--- config.mk ---
export PLATFORM = sky130hd
export DESIGN_NAME = ssf_status
export DESIGN_NICKNAME = d
export VERILOG_FILES = /design/src/design/ssf_pkg.sv /design/src/design/ssf_status.sv
export SDC_FILE = /design/constraint.sdc
export NUM_CORES = 1
export LEC_CHECK = 0
export ABC_CLOCK_PERIOD_IN_PS = 4870
export BUFFER_PORTS_ARGS = -buffer_cell sky130_fd_sc_hd__buf_2
export CAP_MARGIN = 20
export CORE_UTILIZATION = 49
export CTS_CLUSTER_SIZE = 24
export DETAILED_ROUTE_END_ITERATION = 8
export MAX_ROUTING_LAYER = met4
export PLACE_DENSITY = 0.93
export SYNTH_ARGS = -nofsm -noshare
export SYNTH_HDL_FRONTEND = slang
export SYNTH_SLANG_ARGS = --single-unit
--- constraint.sdc ---
create_clock -name clk_sys -period 4.87 [get_ports clk_sys]
set_input_delay 0.974 -clock clk_sys [delete_from_list [all_inputs] [get_ports clk_sys]]
set_output_delay 0.974 -clock clk_sys [all_outputs]
set_load 0.01 [all_outputs]
--- src/design/ssf_pkg.sv ---
/*
  Package for the serial status flag block: register map, field
  positions, reset values and the carrier structs.
  Assumes a 32-bit APB slave port and one 10 MHz system clock.
*/
package ssf_pkg;

  // ----------------------------------------------------------------
  // Register map (byte addresses)
  // ----------------------------------------------------------------
  localparam logic [7:0] SSF_OFF_STATUS  = 8'h00;
  localparam logic [7:0] SSF_OFF_CONTROL = 8'h04;
  localparam logic [7:0] SSF_OFF_TXBUF   = 8'h08;
  localparam logic [7:0] SSF_OFF_RXBUF   = 8'h0C;
  localparam int         SSF_ADDR_W      = 8;

  // ----------------------------------------------------------------
  // Status register fields
  // ----------------------------------------------------------------
  localparam int SSF_B_TX_HOLDING_EMPTY = 7;
  localparam int SSF_B_RX_BUFFER_FULL = 6;
  localparam int SSF_B_OER  = 5;
  localparam int SSF_B_FER  = 4;
  localparam int SSF_B_PER  = 3;
  localparam int SSF_B_TX_DONE = 2;
  localparam int SSF_B_MP_BIT_RECEIVED = 1;
  localparam int SSF_B_MP_BIT_TO_SEND = 0;
  localparam int SSF_NFLAG  = 5;
  localparam int SSF_FLAG_LO = 3;

  localparam logic [7:0] SSF_STATUS_RST  = 8'h84;
  localparam logic [7:0] SSF_CONTROL_RST = 8'h00;
  localparam logic [7:0] SSF_BUF_RST     = 8'h00;

  // ----------------------------------------------------------------
  // Carriers
  // ----------------------------------------------------------------
  typedef struct packed {
    logic       two_stop;
    logic       mp_format;
    logic       parity_en;
    logic       parity_odd;
    logic       sync_mode;
    logic       rx_enable_bit;
    logic       tx_enable_bit;
    logic       spare;
  } ssf_control_s;

  typedef struct packed {
    logic [7:0] data;
    logic       parity_bit;
    logic       stop_first;
    logic       stop_second;
    logic       mp_bit;
  } ssf_rx_frame_s;

endpackage

--- src/design/ssf_status.sv ---
/*
  Status flag logic of a serial unit with its holding buffers and an
  APB register port.
  Assumes the shifter datapath sits on clk_sys and gives one-cycle
  event pulses; the bit-rate and shifting logic live outside.
*/
`timescale 1ns/1ns

module ssf_status (
  input  wire logic                          clk_sys,
  input  wire logic                          reset,
  input  wire logic                          low_power_entry,
  input  wire logic                          psel,
  input  wire logic                          penable,
  input  wire logic                          pwrite,
  input  wire logic [ssf_pkg::SSF_ADDR_W-1:0] paddr,
  input  wire logic [31:0]                   pwdata,
  output logic      [31:0]                   prdata,
  output logic                               pready,
  output logic                               pslverr,
  input  wire logic                          tx_load,
  input  wire logic                          tx_last_bit,
  input  wire logic                          rx_done,
  input  wire ssf_pkg::ssf_rx_frame_s        rx_frame,
  output logic      [7:0]                    tx_holding_data,
  output logic                               tx_holding_valid,
  output ssf_pkg::ssf_control_s              serial_control,
  output logic                               mp_bit_to_send,
  output logic                               rx_halt,
  output logic                               tx_halt
);

  // ----------------------------------------------------------------
  // State
  // ----------------------------------------------------------------
  logic [7:0]                     status_r;
  logic [ssf_pkg::SSF_NFLAG-1:0]  armed_r;
  ssf_pkg::ssf_control_s          control_r;
  logic [7:0]                     tx_holding_buffer_r;
  logic [7:0]                     rx_buffer_r;
  logic                           pslverr_r;
  logic [31:0]                    prdata_r;

  logic                           tx_holding_empty;
  logic                           rx_buffer_full;
  logic                           overrun_error;
  logic                           framing_error;
  logic                           parity_error;
  logic                           tx_done;
  logic                           mp_bit_received;

  logic                           setup_ph;
  logic                           access_wr;
  logic                           access_rd;
  logic                           wr_status;
  logic                           wr_control;
  logic                           wr_txbuf;
  logic                           rd_status;
  logic                           rd_rxbuf;
  logic                           soft_reset;
  logic                           tx_en;
  logic                           rx_accept;
  logic                           frame_bad;
  logic                           parity_bad;
  logic                           any_err;
  logic [7:0]                     status_nxt;
  logic [ssf_pkg::SSF_NFLAG-1:0]  armed_nxt;

  // ----------------------------------------------------------------
  // Address decode
  // ----------------------------------------------------------------
  function automatic logic hit(input logic [ssf_pkg::SSF_ADDR_W-1:0] a,
                               input logic [7:0] off);
    hit = (a == off);
  endfunction

  function automatic logic mapped(input logic [ssf_pkg::SSF_ADDR_W-1:0] a);
    mapped = hit(a, ssf_pkg::SSF_OFF_STATUS) || hit(a, ssf_pkg::SSF_OFF_CONTROL) ||
             hit(a, ssf_pkg::SSF_OFF_TXBUF) || hit(a, ssf_pkg::SSF_OFF_RXBUF);
  endfunction

  assign setup_ph   = psel && !penable;
  assign access_wr  = psel && penable && pwrite;
  assign access_rd  = psel && penable && !pwrite;
  assign wr_status  = access_wr && hit(paddr, ssf_pkg::SSF_OFF_STATUS);
  assign wr_control = access_wr && hit(paddr, ssf_pkg::SSF_OFF_CONTROL);
  assign wr_txbuf   = access_wr && hit(paddr, ssf_pkg::SSF_OFF_TXBUF);
  assign rd_status  = access_rd && hit(paddr, ssf_pkg::SSF_OFF_STATUS);
  assign rd_rxbuf   = access_rd && hit(paddr, ssf_pkg::SSF_OFF_RXBUF);

  assign pready  = 1'b1;
  assign pslverr = pslverr_r;
  assign prdata  = prdata_r;

  // Read data is latched in the setup cycle so it comes from flops
  always_ff @(posedge clk_sys) begin
    if (reset) begin
      prdata_r  <= 32'h0000_0000;
      pslverr_r <= 1'b0;
    end else if (setup_ph) begin
      pslverr_r <= !mapped(paddr);
      prdata_r  <= 32'h0000_0000;
      if (hit(paddr, ssf_pkg::SSF_OFF_STATUS)) begin
        prdata_r[7:0] <= status_r;
      end else if (hit(paddr, ssf_pkg::SSF_OFF_CONTROL)) begin
        prdata_r[7:0] <= control_r;
      end else if (hit(paddr, ssf_pkg::SSF_OFF_TXBUF)) begin
        prdata_r[7:0] <= tx_holding_buffer_r;
      end else if (hit(paddr, ssf_pkg::SSF_OFF_RXBUF)) begin
        prdata_r[7:0] <= rx_buffer_r;
      end
    end
  end

  // ----------------------------------------------------------------
  // Flag aliases and receive checks
  // ----------------------------------------------------------------
  assign tx_holding_empty = status_r[ssf_pkg::SSF_B_TX_HOLDING_EMPTY];
  assign rx_buffer_full   = status_r[ssf_pkg::SSF_B_RX_BUFFER_FULL];
  assign overrun_error    = status_r[ssf_pkg::SSF_B_OER];
  assign framing_error    = status_r[ssf_pkg::SSF_B_FER];
  assign parity_error     = status_r[ssf_pkg::SSF_B_PER];
  assign tx_done          = status_r[ssf_pkg::SSF_B_TX_DONE];
  assign mp_bit_received  = status_r[ssf_pkg::SSF_B_MP_BIT_RECEIVED];
  assign soft_reset       = reset || low_power_entry;
  assign tx_en            = control_r.tx_enable_bit;

  // Any error flag stalls the receiver; sync mode stalls both ways
  assign rx_halt    = overrun_error || framing_error || parity_error;
  assign tx_halt    = control_r.sync_mode && rx_halt;
  assign rx_accept  = rx_done && control_r.rx_enable_bit && !rx_halt;
  // Second stop bit never looked at
  assign frame_bad  = !control_r.sync_mode && !rx_frame.stop_first;
  assign parity_bad = !control_r.sync_mode && control_r.parity_en &&
                      ((^{rx_frame.data, rx_frame.parity_bit}) != control_r.parity_odd);
  assign any_err    = frame_bad || parity_bad;

  // ----------------------------------------------------------------
  // Status next value: clears first, hardware sets override them
  // ----------------------------------------------------------------
  always_comb begin
    status_nxt = status_r;
    armed_nxt  = armed_r;
    if (rd_status) begin
      armed_nxt = armed_r | prdata_r[7:ssf_pkg::SSF_FLAG_LO];
    end
    if (wr_status) begin
      // Flags clear only on a zero while armed and ignore ones; mp_bit_to_send takes the written bit either way
      for (int i = 0; i < ssf_pkg::SSF_NFLAG; i++) begin
        if (armed_r[i] && !pwdata[ssf_pkg::SSF_FLAG_LO + i]) begin
          status_nxt[ssf_pkg::SSF_FLAG_LO + i] = 1'b0;
        end
      end
      armed_nxt = '0;
      if (armed_r[ssf_pkg::SSF_B_TX_HOLDING_EMPTY - ssf_pkg::SSF_FLAG_LO] &&
          !pwdata[ssf_pkg::SSF_B_TX_HOLDING_EMPTY]) begin
        status_nxt[ssf_pkg::SSF_B_TX_DONE] = 1'b0;
      end
      status_nxt[ssf_pkg::SSF_B_MP_BIT_TO_SEND] = pwdata[ssf_pkg::SSF_B_MP_BIT_TO_SEND];
    end
    if (wr_txbuf && tx_en) begin
      status_nxt[ssf_pkg::SSF_B_TX_HOLDING_EMPTY] = 1'b0;
      status_nxt[ssf_pkg::SSF_B_TX_DONE] = 1'b0;
    end
    if (rd_rxbuf) begin
      status_nxt[ssf_pkg::SSF_B_RX_BUFFER_FULL] = 1'b0;
    end
    if (tx_load) begin
      status_nxt[ssf_pkg::SSF_B_TX_HOLDING_EMPTY] = 1'b1;
    end
    if (tx_last_bit && tx_holding_empty) begin
      status_nxt[ssf_pkg::SSF_B_TX_DONE] = 1'b1;
    end
    if (!tx_en) begin
      status_nxt[ssf_pkg::SSF_B_TX_HOLDING_EMPTY] = 1'b1;
      status_nxt[ssf_pkg::SSF_B_TX_DONE] = 1'b1;
    end
    if (rx_accept) begin
      if (rx_buffer_full) begin
        status_nxt[ssf_pkg::SSF_B_OER] = 1'b1;
      end else begin
        status_nxt[ssf_pkg::SSF_B_FER] = frame_bad ? 1'b1 : status_nxt[ssf_pkg::SSF_B_FER];
        status_nxt[ssf_pkg::SSF_B_PER] = parity_bad ? 1'b1 : status_nxt[ssf_pkg::SSF_B_PER];
        if (!any_err) begin
          status_nxt[ssf_pkg::SSF_B_RX_BUFFER_FULL] = 1'b1;
        end
        if (!control_r.sync_mode && control_r.mp_format) begin
          status_nxt[ssf_pkg::SSF_B_MP_BIT_RECEIVED] = rx_frame.mp_bit;
        end
      end
    end
  end

  // Receive disable is not a clear source for any flag
  always_ff @(posedge clk_sys) begin
    if (soft_reset) begin
      status_r <= ssf_pkg::SSF_STATUS_RST;
      armed_r  <= '0;
    end else begin
      status_r <= status_nxt;
      armed_r  <= armed_nxt;
    end
  end

  // ----------------------------------------------------------------
  // Control and buffers
  // ----------------------------------------------------------------
  always_ff @(posedge clk_sys) begin
    if (reset) begin
      control_r <= ssf_pkg::SSF_CONTROL_RST;
    end else if (wr_control) begin
      control_r <= pwdata[7:0];
    end
  end

  always_ff @(posedge clk_sys) begin
    if (reset) begin
      tx_holding_buffer_r <= ssf_pkg::SSF_BUF_RST;
    end else if (wr_txbuf) begin
      tx_holding_buffer_r <= pwdata[7:0];
    end
  end

  // Overrun leaves the earlier character in place
  always_ff @(posedge clk_sys) begin
    if (reset) begin
      rx_buffer_r <= ssf_pkg::SSF_BUF_RST;
    end else if (rx_accept && !rx_buffer_full) begin
      rx_buffer_r <= rx_frame.data;
    end
  end

  assign tx_holding_data  = tx_holding_buffer_r;
  assign tx_holding_valid = tx_en && !tx_holding_empty && !tx_halt;
  assign serial_control   = control_r;
  assign mp_bit_to_send   = status_r[ssf_pkg::SSF_B_MP_BIT_TO_SEND];

  // ----------------------------------------------------------------
  // Checks
  // ----------------------------------------------------------------
  chk_reset_value: assert property (@(posedge clk_sys)
    soft_reset |=> status_r == ssf_pkg::SSF_STATUS_RST)
    else $error("status not at reset value");

  chk_tx_load_sets: assert property (@(posedge clk_sys) disable iff (reset)
    tx_load && !low_power_entry |=> tx_holding_empty)
    else $error("transmit-empty not set on load");

  chk_tx_off_flags: assert property (@(posedge clk_sys) disable iff (reset)
    !tx_en && !low_power_entry |=> tx_holding_empty && tx_done)
    else $error("flags not set with transmit off");

  chk_txbuf_clear: assert property (@(posedge clk_sys) disable iff (reset)
    wr_txbuf && tx_en && !tx_load && !low_power_entry |=> !tx_holding_empty)
    else $error("buffer write did not clear transmit-empty");

  chk_rx_clean: assert property (@(posedge clk_sys) disable iff (reset)
    rx_accept && !rx_buffer_full && !any_err && !low_power_entry
    |=> rx_buffer_full && rx_buffer_r == $past(rx_frame.data))
    else $error("clean reception not stored");

  chk_overrun_keep: assert property (@(posedge clk_sys) disable iff (reset)
    rx_accept && rx_buffer_full && !low_power_entry
    |=> overrun_error && $stable(rx_buffer_r) ##1 rx_halt)
    else $error("overrun not flagged or buffer changed");

  chk_framing_nofull: assert property (@(posedge clk_sys) disable iff (reset)
    rx_accept && !rx_buffer_full && frame_bad && !low_power_entry
    |=> framing_error && !rx_buffer_full)
    else $error("framing error handling wrong");

  chk_no_soft_set: assert property (@(posedge clk_sys) disable iff (reset)
    $rose(overrun_error) |-> $past(rx_accept))
    else $error("overrun rose without reception");

  chk_unarmed_write: assert property (@(posedge clk_sys) disable iff (reset)
    wr_status && !armed_r[ssf_pkg::SSF_B_FER - ssf_pkg::SSF_FLAG_LO] &&
    framing_error && !low_power_entry |=> framing_error)
    else $error("unarmed write cleared framing error");

  chk_rxbuf_read: assert property (@(posedge clk_sys) disable iff (reset)
    rd_rxbuf && !rx_accept |=> !rx_buffer_full)
    else $error("buffer read did not clear receive-full");

  // ----------------------------------------------------------------
  // Checks: software access, receive sources and transmit end
  // ----------------------------------------------------------------
  // Antecedents leave out same-cycle hardware sets, which win by design
  chk_end_on_last: assert property (@(posedge clk_sys) disable iff (reset)
    tx_last_bit && tx_holding_empty && !low_power_entry |=> tx_done)
    else $error("transmit-end not set on last bit");

  chk_mp_capture: assert property (@(posedge clk_sys) disable iff (reset)
    rx_accept && !rx_buffer_full && !control_r.sync_mode && control_r.mp_format &&
    !low_power_entry |=> mp_bit_received == $past(rx_frame.mp_bit))
    else $error("received mp bit not captured");

  chk_mp_readonly: assert property (@(posedge clk_sys) disable iff (reset)
    wr_status && !rx_done && !low_power_entry |=> $stable(mp_bit_received))
    else $error("status write changed received mp bit");

  chk_no_soft_rise: assert property (@(posedge clk_sys) disable iff (reset)
    wr_status && !rx_done && !low_power_entry
    |=> !$rose(rx_buffer_full) && !$rose(overrun_error) &&
        !$rose(framing_error) && !$rose(parity_error))
    else $error("status write set a flag");

  chk_rx_off_ignored: assert property (@(posedge clk_sys) disable iff (reset)
    rx_done && !control_r.rx_enable_bit && !rd_rxbuf && !wr_status && !low_power_entry
    |=> $stable(rx_buffer_r) && $stable(rx_buffer_full))
    else $error("reception taken while disabled");

  chk_ctrl_keeps_err: assert property (@(posedge clk_sys) disable iff (reset)
    wr_control && !rx_done && !low_power_entry
    |=> $stable(overrun_error) && $stable(framing_error) && $stable(parity_error))
    else $error("control write changed an error flag");

  chk_halt_rx: assert property (@(posedge clk_sys) disable iff (reset)
    rx_done && rx_halt && !low_power_entry |=> $stable(rx_buffer_r) && !$rose(rx_buffer_full))
    else $error("reception taken while halted");

  chk_stop2_ignored: assert property (@(posedge clk_sys) disable iff (reset)
    rx_accept && !rx_buffer_full && !control_r.sync_mode && rx_frame.stop_first &&
    !low_power_entry |=> !framing_error)
    else $error("second stop bit raised framing error");

  // Odd count of ones, the odd-sense bit included, is a mismatch
  chk_parity_err: assert property (@(posedge clk_sys) disable iff (reset)
    rx_accept && !rx_buffer_full && !control_r.sync_mode && control_r.parity_en &&
    (^{rx_frame.data, rx_frame.parity_bit, control_r.parity_odd}) && !low_power_entry
    |=> parity_error && !rx_buffer_full)
    else $error("parity mismatch not flagged");

  chk_frame_store: assert property (@(posedge clk_sys) disable iff (reset)
    rx_accept && !rx_buffer_full && !control_r.sync_mode && !rx_frame.stop_first &&
    !low_power_entry |=> rx_buffer_r == $past(rx_frame.data))
    else $error("framing error did not store data");

  chk_mp_bit_to_send_write: assert property (@(posedge clk_sys) disable iff (reset)
    wr_status && !low_power_entry |=> mp_bit_to_send == $past(pwdata[ssf_pkg::SSF_B_MP_BIT_TO_SEND]))
    else $error("mp bit to send not written");

  chk_read_arms: assert property (@(posedge clk_sys) disable iff (reset)
    rd_status && !low_power_entry
    |=> &(armed_r | ~$past(prdata_r[7:ssf_pkg::SSF_FLAG_LO])))
    else $error("flag read as one not armed");

  chk_write_disarms: assert property (@(posedge clk_sys) disable iff (reset)
    wr_status |=> armed_r == '0)
    else $error("arm marks kept after status write");

  chk_sync_no_err: assert property (@(posedge clk_sys) disable iff (reset)
    rx_accept && control_r.sync_mode && !low_power_entry
    |=> !$rose(framing_error) && !$rose(parity_error))
    else $error("async-only error set in sync mode");

endmodule // ssf_status

==> results.md <==
- Sequential share of power: 0.568
- Post-route ant nets: 0
- Grt ovf: 0
- TNS Setup: 0 ns
- Clk root buf: clkbuf_8
- Overall power: 0.6629 mW
- Vias in the first global route: 1658
- Syn. warnings: 0
- GRT Util Overall: 0.2144
- Drt total wl: 4901 µm
- Post-CTS Setup Repair Bufs: 0
- Clk buf depth: 2
- Sw frac: 0.2289
- Cell Rows: 24
- Clock network power share: 0.336
- Post-Syn Area: 0.002270 mm²
- Initial antenna violation count: 0
- Max-slew headroom: 0.3135
- Pint: 0.5112 mW
- Critical Path Start Type: flip-flop
- Slowest CP cell: or3_4
- Vias: 1773
- CTS Sinks: 46
- Comb pwr share: 0.095
- Proportion of synthesized area in mux cells: 0.1940
- Final GP Congestion: 0.8342
- Post-DR vias/cell: 5.230
- Clk slew on worst S/H paths: 0.08 ns
- Post-CTS Resized: 0
- Die Wd: 70.06 µm
- Final setup viols: 0
- Xor-xnor portion of the synthesized cell area: 0.03693
- Antenna diode count: 0
- Die height: 70.06 µm
- Most common cell after layout, fill and taps aside: buf_2
- Maximum clock rate: 397.9 MHz
- Simple-gate share of the synthesized area: 0.1759
- Pin count of the biggest net entering global routing: 36
- Yosys reg bits: 46
- Max H-tree Level: 2
- Crit-path max cell delay: 0.41 ns
- First-pass GRT wire length: 8010 µm
- Synth Area in Compound Gates: 0.07607
- Maximum vdd ir drop: 0.0001310 V
- Wire per inst: 14.46 µm
- Synth unique cells: 42
- P_sw: 0.1518 mW
- Clock skew: 0.006383 ns
- Sequential area share after synthesis: 0.4057
- Worst setup EP type: output pin
- Max FO, Critical Path: 4
- P per Cell Area: 255.6 mW/mm²
- CP Class: reg -> out
- Critical Path AT: 1.54 ns
- Worst skew pair latency: 0.29 ns
- Final core utilization: 0.5876
- RSZ-0062 raised after global routing: false
- Adder-cell share of the synthesized area: 0
- Top_reg_cell synth: dfxtp_1
- Port Buffers: 64
- Synth Instances: 228
- Family with the most delay on the worst path: simple AND/OR/NAND/NOR gates
- Min Clock Period, post-route: 2.513 ns
- Ports: 115
- Leakage: 1.163 nW
- Max Cap Viol: 0
- Post-layout nets: 349
- Final Hold Fails: 0
- Largest family of logic cells by synthesized area: multiplexers
- TritonCTS clock tree: yes
- Core area: 0.004414 mm²
- Least-Margin Pin Slew: 1.024 ns
- Layout cells sized above 1: 0.3031
- Crit path required time: 3.90 ns
- Initial DRT Pass Iterations: 4
- Die ar.: 0.004908 mm²
- Hpwl dp: 3749 µm
- Status: finished clean
- DRC viols: 0
- FFs w/ async S/R, synth: 0
- Most frequent cells in the layout: buf_2 (64), dfxtp_1 (46), nor2_1 (42)
- Critical-path cell list: or3_4, and2_1, nor3b_1, buf_2
- Final worst-path cycle share: 0.5160
- Hold-fix buffers, CTS: 0
- HP Class: reg -> reg
- Syn avg cell area: 9.955 µm²
- Pins Over Slew Limit: 0
- Buf/Inv on CP: 1
- Layout area overhead: 14.28%
- First DRT Iteration DRCs: 152
- Post-synth EDFFs: 0
- Initial core utilization: 0.5142
- CTS Buf Count: 5
[logic make-up after synthesis]
kind of cell | after synthesis
buffers and inverters | 38
muxes | 34
and+or+nand+nor | 75
AOI/OAI and AO/OA | 25
xor gates and xnor gates | 8
other | 2
DFF | 46
[per-stage QoR]
| step | hold slack [ns] | cells | setup slack [ns] | cell area (µm²) |
|---|---|---|---|---|
| finish | 0.4843 | 339 | 2.357 | 2594 |
| global route | 0.5048 | 339 | 2.274 | 2594 |
| CTS | 0.4860 | 339 | 2.342 | 2594 |
| detailed placement | 0.4647 | 333 | 2.266 | 2511 |
| global placement | 0.4492 | 333 | 2.339 | 2511 |
| floorplan | 0.4367 | 251 | 2.648 | 2356 |
[final timing paths]
path,startpoint,endpoint,slack [ns],depth (start not counted)
hold / removal,armed_r[2]$_SDFFE_PP0P_,armed_r[2]$_SDFFE_PP0P_,0.48,2
setup reg to reg,status_r[5]$_SDFF_PP0_,status_r[4]$_SDFF_PP0_,2.64,4
hold reg to reg,armed_r[2]$_SDFFE_PP0P_,armed_r[2]$_SDFFE_PP0P_,0.48,2
setup / recovery,status_r[5]$_SDFF_PP0_,tx_holding_valid,2.36,4
[sequential cells by signal, summed over array words and instances (netlist names)]
name and count:
armed_r 5, rx_buffer_r 8, status_r 8, serial_control 7
tx_holding_data 8, tx_en 1, prdata 8, pslverr 1
[layout make-up]
type / count / area (µm²)
timing repair buffer: 64 / 320.3
multi-input combinational: 167 / 1190
clock buffer: 6 / 82.58
inverter: 4 / 15.01
fill: 390 / 1821
tap: 52 / 65.06
sequential: 46 / 920.9
[power groups by stage]
stage / registers (mW) / logic, mW / clock network [mW]
after CTS: 0.377 / 0.0635 / 0.229
final: 0.377 / 0.0632 / 0.223
after detailed placement: 0.386 / 0.0633 / 0
after global routing: 0.377 / 0.0694 / 0.246
after global placement: 0.386 / 0.0622 / 0
after floorplan: 0.386 / 0.0528 / 0
[worst reg2reg max path, cell delays in order (launching register included)]
cell and delay (ns):
dfxtp_1 0.32, or3_4 0.41, nor3_2 0.83, or3b_1 0.44, a21oi_1 0.15
[Yosys cell counts (2+ instances only)]
| master | number | area (µm²) |
|---|---|---|
| a22oi_1 | 8 | 60.06 |
| a211o_1 | 2 | 17.52 |
| dfxtp_1 | 46 | 920.9 |
| nand2b_1 | 4 | 25.02 |
| mux2i_1 | 26 | 260.3 |
| a21oi_1 | 7 | 35.03 |
| xnor2_1 | 5 | 43.79 |
| o21ai_0 | 3 | 15.01 |
| and3_1 | 2 | 12.51 |
| nor2_1 | 42 | 157.7 |
| conb_1 | 2 | 7.510 |
| clkbuf_1 | 6 | 22.52 |
| buf_4 | 27 | 202.7 |
| xor2_1 | 2 | 17.52 |
| inv_1 | 4 | 15.01 |
| and2_1 | 2 | 12.51 |
| nand2_1 | 8 | 30.03 |
| mux4_2 | 8 | 180.2 |
[per-layer routing]
metal,track usage,share of wire,vias to the layer above
li1,-,-,859
met2,0.3419,0.49,86
met4,0.06444,0.0090,0
met1,0.2757,0.43,823
met5,-,0,-
met3,0.04329,0.070,5
No activity file was read; power rests on OpenSTA's default activity.
